[src/logic/shs_defines.svh]
`ifndef SHS_DEFINES_SVH
`define SHS_DEFINES_SVH

// bus address and register offsets
`define SHS_SLAVE_ADDR 7'h43
`define SHS_ADR_SYSTEM_CONTROL 8'h10
`define SHS_ADR_RUN_MODE_SELECT 8'h21
`define SHS_ADR_SENS_START 8'h22
`define SHS_ADR_SENS_STOP 8'h23
`define SHS_ADR_SENSOR_ACTIVITY_STATUS 8'h24
`define SHS_ADR_T_VAL 8'h30
`define SHS_ADR_H_VAL 8'h33
// field positions
`define SHS_BIT_T 0
`define SHS_BIT_H 1
`define SHS_BIT_LOWPOWER 0
`define SHS_BIT_ACTIVE 7
// reset values
`define SHS_RST_SYSTEM_CONTROL 8'h01
// timing, in microseconds, and the 200 MHz clock in MHz
`define SHS_CLK_MHZ 200
`define SHS_T_BOOT_US 1000
`define SHS_T_BOOT_MAX_US 1200
`define SHS_T_ONLY_US 104000
`define SHS_TH_US 122000
`define SHS_BOOT_CYC (`SHS_T_BOOT_US * `SHS_CLK_MHZ)
`define SHS_T_CYC (`SHS_T_ONLY_US * `SHS_CLK_MHZ)
`define SHS_TH_CYC (`SHS_TH_US * `SHS_CLK_MHZ)

`endif

[src/logic/shs_pkg.sv]
package shs_pkg;
    typedef enum logic [1:0] {PWR_STANDBY, PWR_BOOTING, PWR_ACTIVE} shs_pwr_e;
    typedef logic [7:0] shs_byte_t;
endpackage : shs_pkg

[src/logic/shs_sync.sv]
`timescale 1ns/100ps
module shs_sync (
    input wire logic i_clk, // clock
    input wire logic i_rst_n, // sync reset
    input wire logic i_d, // async level
    output logic o_q // synchronised level
);
    logic s1_reg;
    logic s2_reg;
    always_ff @(posedge i_clk) begin
        if (!i_rst_n) begin
            s1_reg <= 1'b1;
            s2_reg <= 1'b1;
        end else begin
            s1_reg <= i_d;
            s2_reg <= s1_reg;
        end
    end
    assign o_q = s2_reg;
endmodule : shs_sync

[src/logic/shs_top.sv]
`timescale 1ns/100ps
`include "shs_defines.svh"
module shs_top #(
    parameter int BOOT_CYC = `SHS_BOOT_CYC, // booting duration
    parameter int T_CYC = `SHS_T_CYC, // temperature conversion
    parameter int TH_CYC = `SHS_TH_CYC // temperature plus humidity
) (
    input wire logic I_CLK, // 200 MHz clock
    input wire logic I_RST_N, // sync reset, low
    input wire logic I_SCL, // bus clock pin
    input wire logic I_SDA, // bus data pin in
    output logic O_SDA, // bus data out, always 0
    output logic O_SDA_OE, // high pulls data low
    input wire logic [15:0] I_T_DATA, // temperature result
    input wire logic [15:0] I_H_DATA, // humidity result
    output logic O_ENGINE_ON, // measurement engine powered
    output shs_pkg::shs_pwr_e O_PWR_STATE // power state
);
    import shs_pkg::*;

    // ****************************************
    // pin synchronisers
    // ****************************************
    // oversampled pins, any rate up to 400 kbit/s
    logic scl_s;
    logic sda_s;
    logic scl_d_reg;
    logic sda_d_reg;
    shs_sync u_sync_scl (.i_clk(I_CLK), .i_rst_n(I_RST_N), .i_d(I_SCL), .o_q(scl_s));
    shs_sync u_sync_sda (.i_clk(I_CLK), .i_rst_n(I_RST_N), .i_d(I_SDA), .o_q(sda_s));
    always_ff @(posedge I_CLK) begin
        if (!I_RST_N) begin
            scl_d_reg <= 1'b1;
            sda_d_reg <= 1'b1;
        end else begin
            scl_d_reg <= scl_s;
            sda_d_reg <= sda_s;
        end
    end
    wire scl_rise = scl_s && !scl_d_reg;
    wire scl_fall = !scl_s && scl_d_reg;
    wire start_det = scl_s && scl_d_reg && !sda_s && sda_d_reg;
    wire stop_det = scl_s && scl_d_reg && sda_s && !sda_d_reg;

    // ****************************************
    // bus slave state
    // ****************************************
    typedef enum logic [2:0] {BS_IDLE, BS_ADDR, BS_ACK, BS_WRX, BS_RDX, BS_RACK} shs_bus_e;
    shs_bus_e bus_reg;
    logic [3:0] bit_cnt_reg;
    logic [7:0] shift_reg;
    logic rd_dir_reg;
    logic ptr_phase_reg;
    logic ack_drv_reg;
    logic sda_drv_reg;
    shs_byte_t ptr_reg;
    logic wr_stb;
    logic rd_stb;
    logic wr_ok;
    shs_byte_t rd_data;

    // control and status registers
    logic [7:0] system_control_reg;
    logic [1:0] run_reg;
    logic [1:0] start_reg;
    logic [1:0] stop_reg;
    logic [1:0] stat_reg;
    logic [1:0] valid_reg;
    logic [15:0] t_meas_reg;
    logic [15:0] h_meas_reg;
    logic [7:0] t_snap_reg [0:1];
    logic [7:0] h_snap_reg [0:1];
    shs_pwr_e pwr_reg;
    logic busy;
    assign busy = (stat_reg != 2'b00);

    always_comb begin
        if (ptr_reg == `SHS_ADR_SYSTEM_CONTROL) begin
            wr_ok = 1'b1;
        end else if (ptr_reg >= `SHS_ADR_RUN_MODE_SELECT && ptr_reg <= `SHS_ADR_SENS_STOP) begin
            wr_ok = 1'b1;
        end else begin
            wr_ok = 1'b0;
        end
    end

    // ****************************************
    // bus protocol engine
    // ****************************************
    always_ff @(posedge I_CLK) begin
        if (!I_RST_N) begin
            bus_reg <= BS_IDLE;
            bit_cnt_reg <= 4'h0;
            shift_reg <= 8'h00;
            rd_dir_reg <= 1'b0;
            ptr_phase_reg <= 1'b0;
            ack_drv_reg <= 1'b0;
            sda_drv_reg <= 1'b0;
            ptr_reg <= 8'h00;
        end else if (stop_det) begin
            bus_reg <= BS_IDLE;
            sda_drv_reg <= 1'b0;
        end else if (start_det) begin
            bus_reg <= BS_ADDR;
            bit_cnt_reg <= 4'h0;
            sda_drv_reg <= 1'b0;
        end else begin
            case (bus_reg)
                BS_ADDR, BS_WRX: begin
                    if (scl_rise) begin
                        shift_reg <= {shift_reg[6:0], sda_s};
                        bit_cnt_reg <= 4'(bit_cnt_reg + 4'h1);
                    end else if (scl_fall && bit_cnt_reg == 4'h8) begin
                        bit_cnt_reg <= 4'h0;
                        if (bus_reg == BS_ADDR) begin
                            if (shift_reg[7:1] == `SHS_SLAVE_ADDR) begin
                                rd_dir_reg <= shift_reg[0];
                                ptr_phase_reg <= !shift_reg[0];
                                ack_drv_reg <= 1'b1;
                                sda_drv_reg <= 1'b1;
                                bus_reg <= BS_ACK;
                            end else begin
                                bus_reg <= BS_IDLE;
                            end
                        end else if (ptr_phase_reg) begin
                            ptr_reg <= shift_reg;
                            ptr_phase_reg <= 1'b0;
                            sda_drv_reg <= 1'b1;
                            bus_reg <= BS_ACK;
                        end else begin
                            sda_drv_reg <= wr_ok;
                            ptr_reg <= 8'(ptr_reg + 8'h01);
                            bus_reg <= BS_ACK;
                        end
                    end
                end
                BS_ACK: begin
                    if (scl_fall) begin
                        if (rd_dir_reg && ack_drv_reg) begin
                            shift_reg <= rd_data;
                            sda_drv_reg <= !rd_data[7];
                            ptr_reg <= 8'(ptr_reg + 8'h01);
                            bit_cnt_reg <= 4'h1;
                            bus_reg <= BS_RDX;
                        end else begin
                            sda_drv_reg <= 1'b0;
                            bus_reg <= BS_WRX;
                        end
                        ack_drv_reg <= 1'b0;
                    end
                end
                BS_RDX: begin
                    if (scl_fall) begin
                        if (bit_cnt_reg == 4'h8) begin
                            sda_drv_reg <= 1'b0;
                            bus_reg <= BS_RACK;
                        end else begin
                            shift_reg <= {shift_reg[6:0], 1'b0};
                            sda_drv_reg <= !shift_reg[6];
                            bit_cnt_reg <= 4'(bit_cnt_reg + 4'h1);
                        end
                    end
                end
                BS_RACK: begin
                    if (scl_rise && sda_s) begin
                        bus_reg <= BS_IDLE;
                    end else if (scl_rise) begin
                        ack_drv_reg <= 1'b1;
                        bus_reg <= BS_ACK;
                    end
                end
                default: begin
                    sda_drv_reg <= 1'b0;
                end
            endcase
        end
    end
    assign O_SDA = 1'b0;
    assign O_SDA_OE = sda_drv_reg;
    assign wr_stb = (bus_reg == BS_WRX) && scl_fall && bit_cnt_reg == 4'h8 && !ptr_phase_reg
        && wr_ok && !stop_det && !start_det;
    assign rd_stb = (bus_reg == BS_ACK) && scl_fall && rd_dir_reg && ack_drv_reg
        && !stop_det && !start_det;

    // ****************************************
    // read multiplexer
    // ****************************************
    always_comb begin
        if (ptr_reg == `SHS_ADR_SYSTEM_CONTROL) begin
            rd_data = system_control_reg;
        end else if (ptr_reg == `SHS_ADR_RUN_MODE_SELECT) begin
            rd_data = {6'h00, run_reg};
        end else if (ptr_reg == `SHS_ADR_SENS_START) begin
            rd_data = {6'h00, start_reg};
        end else if (ptr_reg == `SHS_ADR_SENS_STOP) begin
            rd_data = {6'h00, stop_reg};
        end else if (ptr_reg == `SHS_ADR_SENSOR_ACTIVITY_STATUS) begin
            rd_data = {pwr_reg == PWR_ACTIVE, 5'h00, stat_reg};
        end else if (ptr_reg == `SHS_ADR_T_VAL) begin
            rd_data = t_meas_reg[7:0];
        end else if (ptr_reg == 8'(`SHS_ADR_T_VAL + 1)) begin
            rd_data = t_snap_reg[0];
        end else if (ptr_reg == 8'(`SHS_ADR_T_VAL + 2)) begin
            rd_data = t_snap_reg[1];
        end else if (ptr_reg == `SHS_ADR_H_VAL) begin
            rd_data = h_meas_reg[7:0];
        end else if (ptr_reg == 8'(`SHS_ADR_H_VAL + 1)) begin
            rd_data = h_snap_reg[0];
        end else if (ptr_reg == 8'(`SHS_ADR_H_VAL + 2)) begin
            rd_data = h_snap_reg[1];
        end else begin
            rd_data = 8'h00;
        end
    end

    always_ff @(posedge I_CLK) begin
        if (!I_RST_N) begin
            t_snap_reg[0] <= 8'h00;
            t_snap_reg[1] <= 8'h00;
            h_snap_reg[0] <= 8'h00;
            h_snap_reg[1] <= 8'h00;
        end else if (rd_stb && ptr_reg == `SHS_ADR_T_VAL) begin
            t_snap_reg[0] <= t_meas_reg[15:8];
            t_snap_reg[1] <= {7'h00, valid_reg[`SHS_BIT_T]};
        end else if (rd_stb && ptr_reg == `SHS_ADR_H_VAL) begin
            h_snap_reg[0] <= h_meas_reg[15:8];
            h_snap_reg[1] <= {7'h00, valid_reg[`SHS_BIT_H]};
        end
    end

    // ****************************************
    // control registers
    // ****************************************
    // writes accepted in any power state
    always_ff @(posedge I_CLK) begin
        if (!I_RST_N) begin
            system_control_reg <= `SHS_RST_SYSTEM_CONTROL;
        end else if (wr_stb && ptr_reg == `SHS_ADR_SYSTEM_CONTROL) begin
            system_control_reg <= shift_reg;
        end
    end
    // pending requests latch now, act between measurements
    logic [1:0] run_pend_reg;
    logic step_go;
    logic step_end;
    always_ff @(posedge I_CLK) begin
        if (!I_RST_N) begin
            run_pend_reg <= 2'b00;
            run_reg <= 2'b00;
            start_reg <= 2'b00;
            stop_reg <= 2'b00;
        end else begin
            if (wr_stb && ptr_reg == `SHS_ADR_RUN_MODE_SELECT) begin
                run_pend_reg <= shift_reg[1:0];
            end
            if (!busy) begin
                run_reg <= run_pend_reg;
            end
            if (step_end && !(run_reg != 2'b00 && stop_reg == 2'b00)) begin
                start_reg <= 2'b00;
                stop_reg <= 2'b00;
            end
            // write after the clear so a late request is not lost
            if (wr_stb && ptr_reg == `SHS_ADR_SENS_START) begin
                start_reg <= start_reg | shift_reg[1:0];
            end
            if (wr_stb && ptr_reg == `SHS_ADR_SENS_STOP) begin
                stop_reg <= stop_reg | shift_reg[1:0];
            end
        end
    end

    // ****************************************
    // power and measurement sequencing
    // ****************************************
    logic [31:0] cnt_reg;
    logic [31:0] conv_cyc;
    logic meas_req;
    assign meas_req = (start_reg != 2'b00);
    assign conv_cyc = (start_reg == 2'b11) ? 32'(TH_CYC) : 32'(T_CYC);
    assign step_go = (pwr_reg == PWR_ACTIVE) && !busy && meas_req;
    assign step_end = busy && cnt_reg == 32'h0000_0001;
    always_ff @(posedge I_CLK) begin
        if (!I_RST_N) begin
            pwr_reg <= PWR_BOOTING;
            cnt_reg <= 32'(BOOT_CYC);
            stat_reg <= 2'b00;
            valid_reg <= 2'b00;
            t_meas_reg <= 16'h0000;
            h_meas_reg <= 16'h0000;
        end else begin
            case (pwr_reg)
                PWR_STANDBY: begin
                    if (meas_req || !system_control_reg[`SHS_BIT_LOWPOWER]) begin
                        pwr_reg <= PWR_BOOTING;
                        cnt_reg <= 32'(BOOT_CYC);
                    end
                end
                PWR_BOOTING: begin
                    if (cnt_reg <= 32'h0000_0001) begin
                        pwr_reg <= PWR_ACTIVE;
                    end else begin
                        cnt_reg <= cnt_reg - 32'h0000_0001;
                    end
                end
                default: begin
                    if (step_go) begin
                        stat_reg <= start_reg;
                        valid_reg <= valid_reg & ~(start_reg & ~run_reg);
                        cnt_reg <= conv_cyc;
                    end else if (step_end) begin
                        if (stat_reg[`SHS_BIT_T]) t_meas_reg <= I_T_DATA;
                        if (stat_reg[`SHS_BIT_H]) h_meas_reg <= I_H_DATA;
                        valid_reg <= valid_reg | stat_reg;
                        stat_reg <= 2'b00;
                    end else if (busy) begin
                        cnt_reg <= cnt_reg - 32'h0000_0001;
                    end else if (!meas_req && system_control_reg[`SHS_BIT_LOWPOWER]) begin
                        // stay active unless low power and idle
                        pwr_reg <= PWR_STANDBY;
                    end
                end
            endcase
        end
    end
    assign O_ENGINE_ON = (pwr_reg != PWR_STANDBY);
    assign O_PWR_STATE = pwr_reg;

    // ****************************************
    // assertions
    // ****************************************
    AST_BOOT_TIMED: assert property (@(posedge I_CLK) disable iff (!I_RST_N)
        $rose(pwr_reg == PWR_BOOTING) |-> (pwr_reg == PWR_BOOTING)[*2])
        else $error("booting left too early");
    AST_NO_STRETCH: assert property (@(posedge I_CLK) disable iff (!I_RST_N)
        O_SDA == 1'b0)
        else $error("data output not low");
    AST_STANDBY_IDLE: assert property (@(posedge I_CLK) disable iff (!I_RST_N)
        pwr_reg == PWR_STANDBY |-> !busy)
        else $error("measurement in standby");
    AST_LOWPWR_OFF: assert property (@(posedge I_CLK) disable iff (!I_RST_N)
        (pwr_reg == PWR_ACTIVE && !system_control_reg[`SHS_BIT_LOWPOWER]) |=> pwr_reg == PWR_ACTIVE)
        else $error("left active with low power off");
    AST_PTR_INC: assert property (@(posedge I_CLK) disable iff (!I_RST_N)
        wr_stb |=> ptr_reg == 8'($past(ptr_reg) + 8'h01))
        else $error("pointer not incremented");
    AST_NACK_RO: assert property (@(posedge I_CLK) disable iff (!I_RST_N)
        (bus_reg == BS_WRX && scl_fall && bit_cnt_reg == 4'h8 && !ptr_phase_reg && !wr_ok
         && !start_det && !stop_det) |=> !sda_drv_reg)
        else $error("read-only write acknowledged");
    AST_ADDR_NACK: assert property (@(posedge I_CLK) disable iff (!I_RST_N)
        (bus_reg == BS_ADDR && scl_fall && bit_cnt_reg == 4'h8 && !start_det && !stop_det
         && shift_reg[7:1] != `SHS_SLAVE_ADDR) |=> !sda_drv_reg)
        else $error("foreign address acknowledged");
    AST_STEP_END: assert property (@(posedge I_CLK) disable iff (!I_RST_N)
        step_end |=> !busy ##0 valid_reg == ($past(valid_reg) | $past(stat_reg)))
        else $error("step end did not set valid");
    AST_SNAP: assert property (@(posedge I_CLK) disable iff (!I_RST_N)
        (rd_stb && ptr_reg == `SHS_ADR_T_VAL) |=> t_snap_reg[0] == $past(t_meas_reg[15:8]))
        else $error("snapshot missed");
    COV_BOOT: cover property (@(posedge I_CLK) pwr_reg == PWR_BOOTING ##1 pwr_reg == PWR_ACTIVE);
    COV_WRITE: cover property (@(posedge I_CLK) wr_stb);
    COV_READ: cover property (@(posedge I_CLK) rd_stb);
    COV_MEAS: cover property (@(posedge I_CLK) step_end);
endmodule : shs_top

[config.mk]
export PLATFORM = sky130hd
export DESIGN_NAME = shs_top
export DESIGN_NICKNAME = d
export VERILOG_FILES = /design/src/logic/shs_pkg.sv /design/src/logic/shs_sync.sv /design/src/logic/shs_top.sv
export VERILOG_INCLUDE_DIRS = /design/src /design/src/logic
export SDC_FILE = /design/constraint.sdc
export NUM_CORES = 1
export LEC_CHECK = 0
export BUFFER_PORTS_ARGS = -buffer_cell sky130_fd_sc_hd__buf_2
export CORE_ASPECT_RATIO = 2
export CORE_MARGIN = 2
export CORE_UTILIZATION = 45
export CTS_CLUSTER_DIAMETER = 60
export DETAILED_ROUTE_END_ITERATION = 10
export PLACE_DENSITY = 0.67
export SYNTH_ARGS = -nofsm -noshare
export SYNTH_HDL_FRONTEND = slang
export SYNTH_SLANG_ARGS = --single-unit
[constraint.sdc]
create_clock -name I_CLK -period 5.7 [get_ports I_CLK]
set_input_delay 0.855 -clock I_CLK [delete_from_list [all_inputs] [get_ports I_CLK]]
set_output_delay 0.855 -clock I_CLK [all_outputs]
set_load 0.005 [all_outputs]
== Word level (Yosys, flattened, before mapping) ==
Memories as Yosys holds them, arrays and structs flattened.
Cells that the tools add are included.
Storage, ports and cells
  bits in registers: 119
  bits in latches: 0
  bits in writable memories: 32
  memory bits (read-only): 0
  bits of input ports: 36
  output and inout bits: 5
  logic and storage cells: 288
  memories: 2
Memories
  h_snap_reg: words 2, bits a word 8, read ports 2, clocked after memory_dff 0, write ports 2, line shs_top.sv:72  | logic [7:0] h_snap_reg [0:1];
  t_snap_reg: words 2, bits a word 8, read ports 2, clocked after memory_dff 0, write ports 2, line shs_top.sv:71  | logic [7:0] t_snap_reg [0:1];
Cells by class
  add/sub/neg operators: 3
  multipliers: 0
  div/mod/pow operators: 0
  magnitude comparators: 3
  equal/unequal tests: 54
  shifts and indexed selects: 0
  mux-type cells: 98
  bitwise operators: 18
  reductions and logical operators: 84
Operators with widths (count)
  $mux W8: 26
  $mux W32: 5
  $eq A8 B6 Y1 const B: 10
  $pmux W32 S2: 1
  $logic_and A1 B1 Y1: 34
  $eq A32 B1 Y1 const B: 1
  $le A32 B1 Y1 const B: 1
  $ne A2 B2 Y1 const B: 16
  $sub A32 B1 Y32 const B: 1
  $mux W1: 28
  $mux W2: 14
  $mux W4: 7
  $reduce_and A7 Y1: 4
  $mux W3: 9
  $ne A3 B3 Y1 const B: 9
  $pmux W8 S3: 1
  $mux W23: 1
  $reduce_and A6 Y1: 3
  $pmux W8 S2: 1
  $reduce_and A8 Y1: 2
  $reduce_bool A2 Y1: 8
  $logic_not A1 Y1: 14
  $pmux W3 S4: 1
  $pmux W4 S3: 1
  other kinds (34): 62

== Logic depth before layout (Yosys ltp) ==
  word-level depth: 16
  depth in mapped cells: 10
  depth with buffers taken out: 8

== Hierarchy ==
From an unflattened synthesis, not the netlist that was laid out.
Unflattened totals
  cells, all modules: 937
  area, all modules: 7826.3 um2
By module, submodules not included
  shs_top: times used 1, cells each 929, area an instance 7721.2 um2, sequential area each 2842.7 um2
  shs_sync: times used 2, cells each 4, area an instance 52.6 um2, sequential area each 40.0 um2

== Least setup slack after synthesis ==
OpenSTA, ideal clock, no wires.
  kind: reg2reg
  from: reg bus_reg[0]
  to: mem h_snap_reg[0][0], enable pin
  library setup time: 0.390 ns
  data arrival time: 2.088 ns
  required time: 5.310 ns
  slack: 3.222 ns
  stages on the path, launching flop included: 6
  path buffers: 2
  period minus slack after synthesis: 2.478 ns
  cell sequence: dfxtp_1 > or3b_1 > clkbuf_1 > or3_1 > clkbuf_1 > o31ai_1
RTL lines
  start: declaration: line shs_top.sv:49  | shs_bus_e bus_reg;
  start signal: assignment: line shs_top.sv:92  | bus_reg <= BS_IDLE;
  start signal: assignment: line shs_top.sv:101  | bus_reg <= BS_IDLE;
  start signal: assignment: line shs_top.sv:104  | bus_reg <= BS_ADDR;
  end: declaration: line shs_top.sv:72

== Worst setup path after layout ==
  from: reg cnt_reg[12]
  to: reg h_meas_reg[5]
Between the ends
  cells in the longest elaborated chain, start to end: 3
Ends and longest elaborated chain
  start: declaration: line shs_top.sv:276  | logic [31:0] cnt_reg;
  start signal: assignment: line shs_top.sv:286  | cnt_reg <= 32'(BOOT_CYC);
  start signal: assignment: line shs_top.sv:296  | cnt_reg <= 32'(BOOT_CYC);
  start signal: assignment: line shs_top.sv:303  | cnt_reg <= cnt_reg - 32'h0000_0001;
  $eq A32 B1 Y1: line shs_top.sv:282  | assign step_end = busy && cnt_reg == 32'h0000_0001;
  $logic_and A1 B1 Y1: line shs_top.sv:282
  $reduce_and A4 Y1 (no source line)
  end signal: assignment: line shs_top.sv:290  | h_meas_reg <= 16'h0000;
  end signal: assignment: line shs_top.sv:313  | if (stat_reg[`SHS_BIT_H]) h_meas_reg <= I_H_DATA;
  end: declaration: line shs_top.sv:70  | logic [15:0] h_meas_reg;
No other way between the ends.
A chain may end at the register's enable or synchronous reset.

==> run summary <==
====================================================================================================
Area taken by flip-flops and latches ..................................................     2920 um2
Via count of the first global-routing pass ............................................         6139
Synth Register Bits ...................................................................          137
Layout-stage area growth over the synthesis result ....................................        12.6%
Period utilisation layout .............................................................        57.3%
DRC Markers ...........................................................................            0
Post-Synthesis Mean Instance Area .....................................................     7.94 um2
Die Width .............................................................................      92.9 um
Share of post-route cells with drive strength above 1 .................................        10.1%
Slew HR ...............................................................................        18.5%
Clock-pin slew reported for the worst setup and hold paths after clock tree synthesis .      0.06 ns
Cell area power density ...............................................................   287 nW/um2
Clock root buffer master .............................................................. sky130_fd_sc_hd__clkbuf_16
Dominant cell type by area after synthesis ............................................ sky130_fd_sc_hd__dfxtp_1
Static leakage ........................................................................      2.77 nW
Stages on the worst setup path ........................................................            6
Delay of the slowest cell on the worst path ...........................................      0.98 ns
Die Y-Extent ..........................................................................       182 um
Number of nets with antenna violations after routing ..................................            0
Setup slack of the worst register-to-register path ....................................      2.44 ns
Area of all placed cells without fillers ..............................................     8010 um2
Startpoint type of the worst setup path ...............................................         flop
DR pass1 iterations ...................................................................            5
Clock tree from TritonCTS .............................................................         done
Initial core utilization ..............................................................        45.5%
Data arrival time of the critical path ................................................      3.51 ns
Total negative slack for setup checks .................................................         0 ns
# H-tree levels .......................................................................            4
Initial antenna violation count .......................................................            0
Required time of the critical path ....................................................      5.94 ns
Post-CTS setup buffer count ...........................................................            0
Core footprint ........................................................................    15600 um2
Most frequently used flop master after synthesis ...................................... sky130_fd_sc_hd__dfxtp_1
Worst-margin pin slew .................................................................      1.19 ns
CTS max path bufs .....................................................................            2
FILL cells ............................................................................         1488
Unrepaired setup endpoints after global routing .......................................           no
Category of the worst setup path capture point ........................................         flop
Top cell types by occurrence after synthesis .......................................... 119 x sky130_fd_sc_hd__dfxtp_1, 101 x sky130_fd_sc_hd__nand2_1, 99 x sky130_fd_sc_hd__o21ai_0, 81 x sky130_fd_sc_hd__nor2_1, 79 x sky130_fd_sc_hd__a21oi_1
Pins Over Slew Limit ..................................................................            0
Clk_lat worst skew ....................................................................      0.42 ns
Total Power ...........................................................................      2.30 mW
Number of clock buffers inserted by TritonCTS .........................................           17
First-pass GRT wire length ............................................................     30300 um
Synthesized netlist cell count ........................................................          895
Total number of yosys warnings ........................................................            0
Dpl cell area .........................................................................     7370 um2
Top delay family on crit path ......................................................... simple AND/OR/NAND/NOR gates
Worst r2r dst ......................................................................... h_meas_reg[5]$_SDFFE_PN0P_
Series of cell instances along the critical path ...................................... nor4_1, nand4_1, nor4_4, nand4_1, nand3_1, o21ai_0
Clock sinks ...........................................................................          137
Most frequent cell on the critical path ............................................... sky130_fd_sc_hd__nand4_1
Worst min-delay path category .........................................................   reg -> reg
Max Cap Violations ....................................................................            0
Netlist cell types ....................................................................           75
CTS Hold Bufs .........................................................................            0
Area of combinational cells with multiple inputs ......................................     3880 um2
Final Wtd Congestion ..................................................................        0.887
Post-detailed-route via-to-cell ratio .................................................         5.99
FFs w/ async S/R, synth ...............................................................           0%
Antenna fix cells .....................................................................            0
Final hold violation count ............................................................            0
Count of final setup violators ........................................................            0
Average routed wire per standard cell .................................................      16.5 um
Achievable frequency ..................................................................      306 MHz
Critical-path maximum fanout ..........................................................           33
IO buf count ..........................................................................           39
Run status ............................................................................ complete, no violations
Final Skew ............................................................................    0.0104 ns
Top post-synthesis cells by area ...................................................... sky130_fd_sc_hd__dfxtp_1 34%, sky130_fd_sc_hd__edfxtp_1 7.6%, sky130_fd_sc_hd__o21ai_0 7.0%
Number of nets in the finished design .................................................          943
Number of nets in the synthesized netlist .............................................          939
Critical-path cell with the highest stage delay ....................................... sky130_fd_sc_hd__nand4_1
Count of vias placed by the detailed router ...........................................         6662
Worst-case reg-to-reg path depth ......................................................            6
Die footprint .........................................................................    16900 um2
Post-Syn Area .........................................................................     7110 um2
Total congestion overflow .............................................................            0
Boundary pin count ....................................................................           41
CP endpoint ........................................................................... h_meas_reg[5]$_SDFFE_PN0P_
Maximum number of pins on one net before global-route repair ..........................           63
Buffers plus inverters on the worst setup path ........................................            0
Std cell rows .........................................................................           65
Class of the most critical setup path .................................................   reg -> reg
Most common cell in the netlist ....................................................... sky130_fd_sc_hd__dfxtp_1
Maximum VDD drop ......................................................................   0.000217 V
First DRT Iteration DRCs ..............................................................          465
Number of flip-flops under the largest register name ..................................           32
GRT Overall Usage .....................................................................        22.1%
Proportion of netlist area held by the largest area contributor .......................        33.5%
Launching point of the worst reg2reg path ............................................. cnt_reg[12]$_SDFFE_PN0P_
Sequential-to-total area share from yosys stat ........................................        41.1%
Minimum clock period after layout .....................................................      3.26 ns
Detail Placement HPWL .................................................................     12200 um
Launching instance or port of the critical path ....................................... cnt_reg[12]$_SDFFE_PN0P_
Number of enable-type register cells in the synthesized netlist .......................           18
Post_cts resized ......................................................................            0
Sum of routed wire length over all layers .............................................     18300 um
====================================================================================================
==> layer usage <==
layer  vias up  wire length, um  track usage [%]  part of all wire, %
li1       3287                -                -                    -
met1      3104             8220             29.7                   45
met2       234             8640             34.7                   47
met3        37             1040             3.61                  5.7
met4         0              442             9.76                  2.4
met5         -                0                0                    0
==> cell usage in the layout, fill, tap and decap left out, types with 15 or more instances in the layout <==
cell type / n
sky130_fd_sc_hd__dfxtp_1: 119
sky130_fd_sc_hd__nand2_1: 101
sky130_fd_sc_hd__o21ai_0: 99
sky130_fd_sc_hd__nor2_1: 81
sky130_fd_sc_hd__a21oi_1: 79
sky130_fd_sc_hd__nand3_1: 47
sky130_fd_sc_hd__buf_2: 38
sky130_fd_sc_hd__nor3_1: 27
sky130_fd_sc_hd__and2_1: 26
sky130_fd_sc_hd__nor4_1: 19
sky130_fd_sc_hd__edfxtp_1: 18
sky130_fd_sc_hd__clkbuf_16: 17
sky130_fd_sc_hd__inv_1: 16
sky130_fd_sc_hd__nand2b_1: 15
==> kinds of logic after synthesis <==
kind of cell               count (synthesis)  share of synthesized area (%)
xor gates and xnor gates                   3                          0.370
DFF                                      137                           41.1
muxes                                     14                           1.97
other                                      1                         0.0527
AOI/OAI and AO/OA                        275                           24.0
and+or+nand+nor                          378                           26.8
buffers and inverters                     79                           4.35
adders and majority gates                  8                           1.41
==> final cells by class <==
cell class	instances	area share [%]
multi-input cells	679	48.4
flip-flops and latches	137	36.5
clock buffers	19	5.53
repair buffers	47	3.22
well taps	201	3.14
clock inverters	13	2.39
inverters	17	0.797
==> where the power goes <==
part           internal [mW]  switching [mW]
sequential             0.995          0.0193
combinational         0.0364          0.0639
clock                  0.749           0.437
total                   1.78           0.520
==> how the worst min path moves through the flow <==
stage,start,to,slack [ns],depth (start not counted)
global placement,u_sync_scl.s1_reg$_SDFF_PN1_,u_sync_scl.o_q$_SDFF_PN1_,0.40,1
floorplan,u_sync_scl.s1_reg$_SDFF_PN1_,u_sync_scl.o_q$_SDFF_PN1_,0.39,1
CTS,u_sync_scl.s1_reg$_SDFF_PN1_,u_sync_scl.o_q$_SDFF_PN1_,0.41,1
detailed placement,u_sync_scl.s1_reg$_SDFF_PN1_,u_sync_scl.o_q$_SDFF_PN1_,0.39,1
global route,u_sync_sda.s1_reg$_SDFF_PN1_,u_sync_sda.o_q$_SDFF_PN1_,0.44,1
finish,u_sync_scl.s1_reg$_SDFF_PN1_,u_sync_scl.o_q$_SDFF_PN1_,0.41,1
==> stage by stage <==
stage | hold slack [ns] | setup WS [ns] | instances | utilization [%]
3_5_place_dp | 0.395 | 2.46 | 1081 | 47.2
5_1_grt | 0.439 | 2.00 | 1113 | 51.3
3_3_place_gp | 0.397 | 2.56 | 1081 | 47.2
4_1_cts | 0.410 | 2.44 | 1113 | 51.3
6_report | 0.410 | 2.44 | 1113 | 51.3
2_1_floorplan | 0.386 | 3.22 | 895 | -
(Power assumes the default switching activity.)
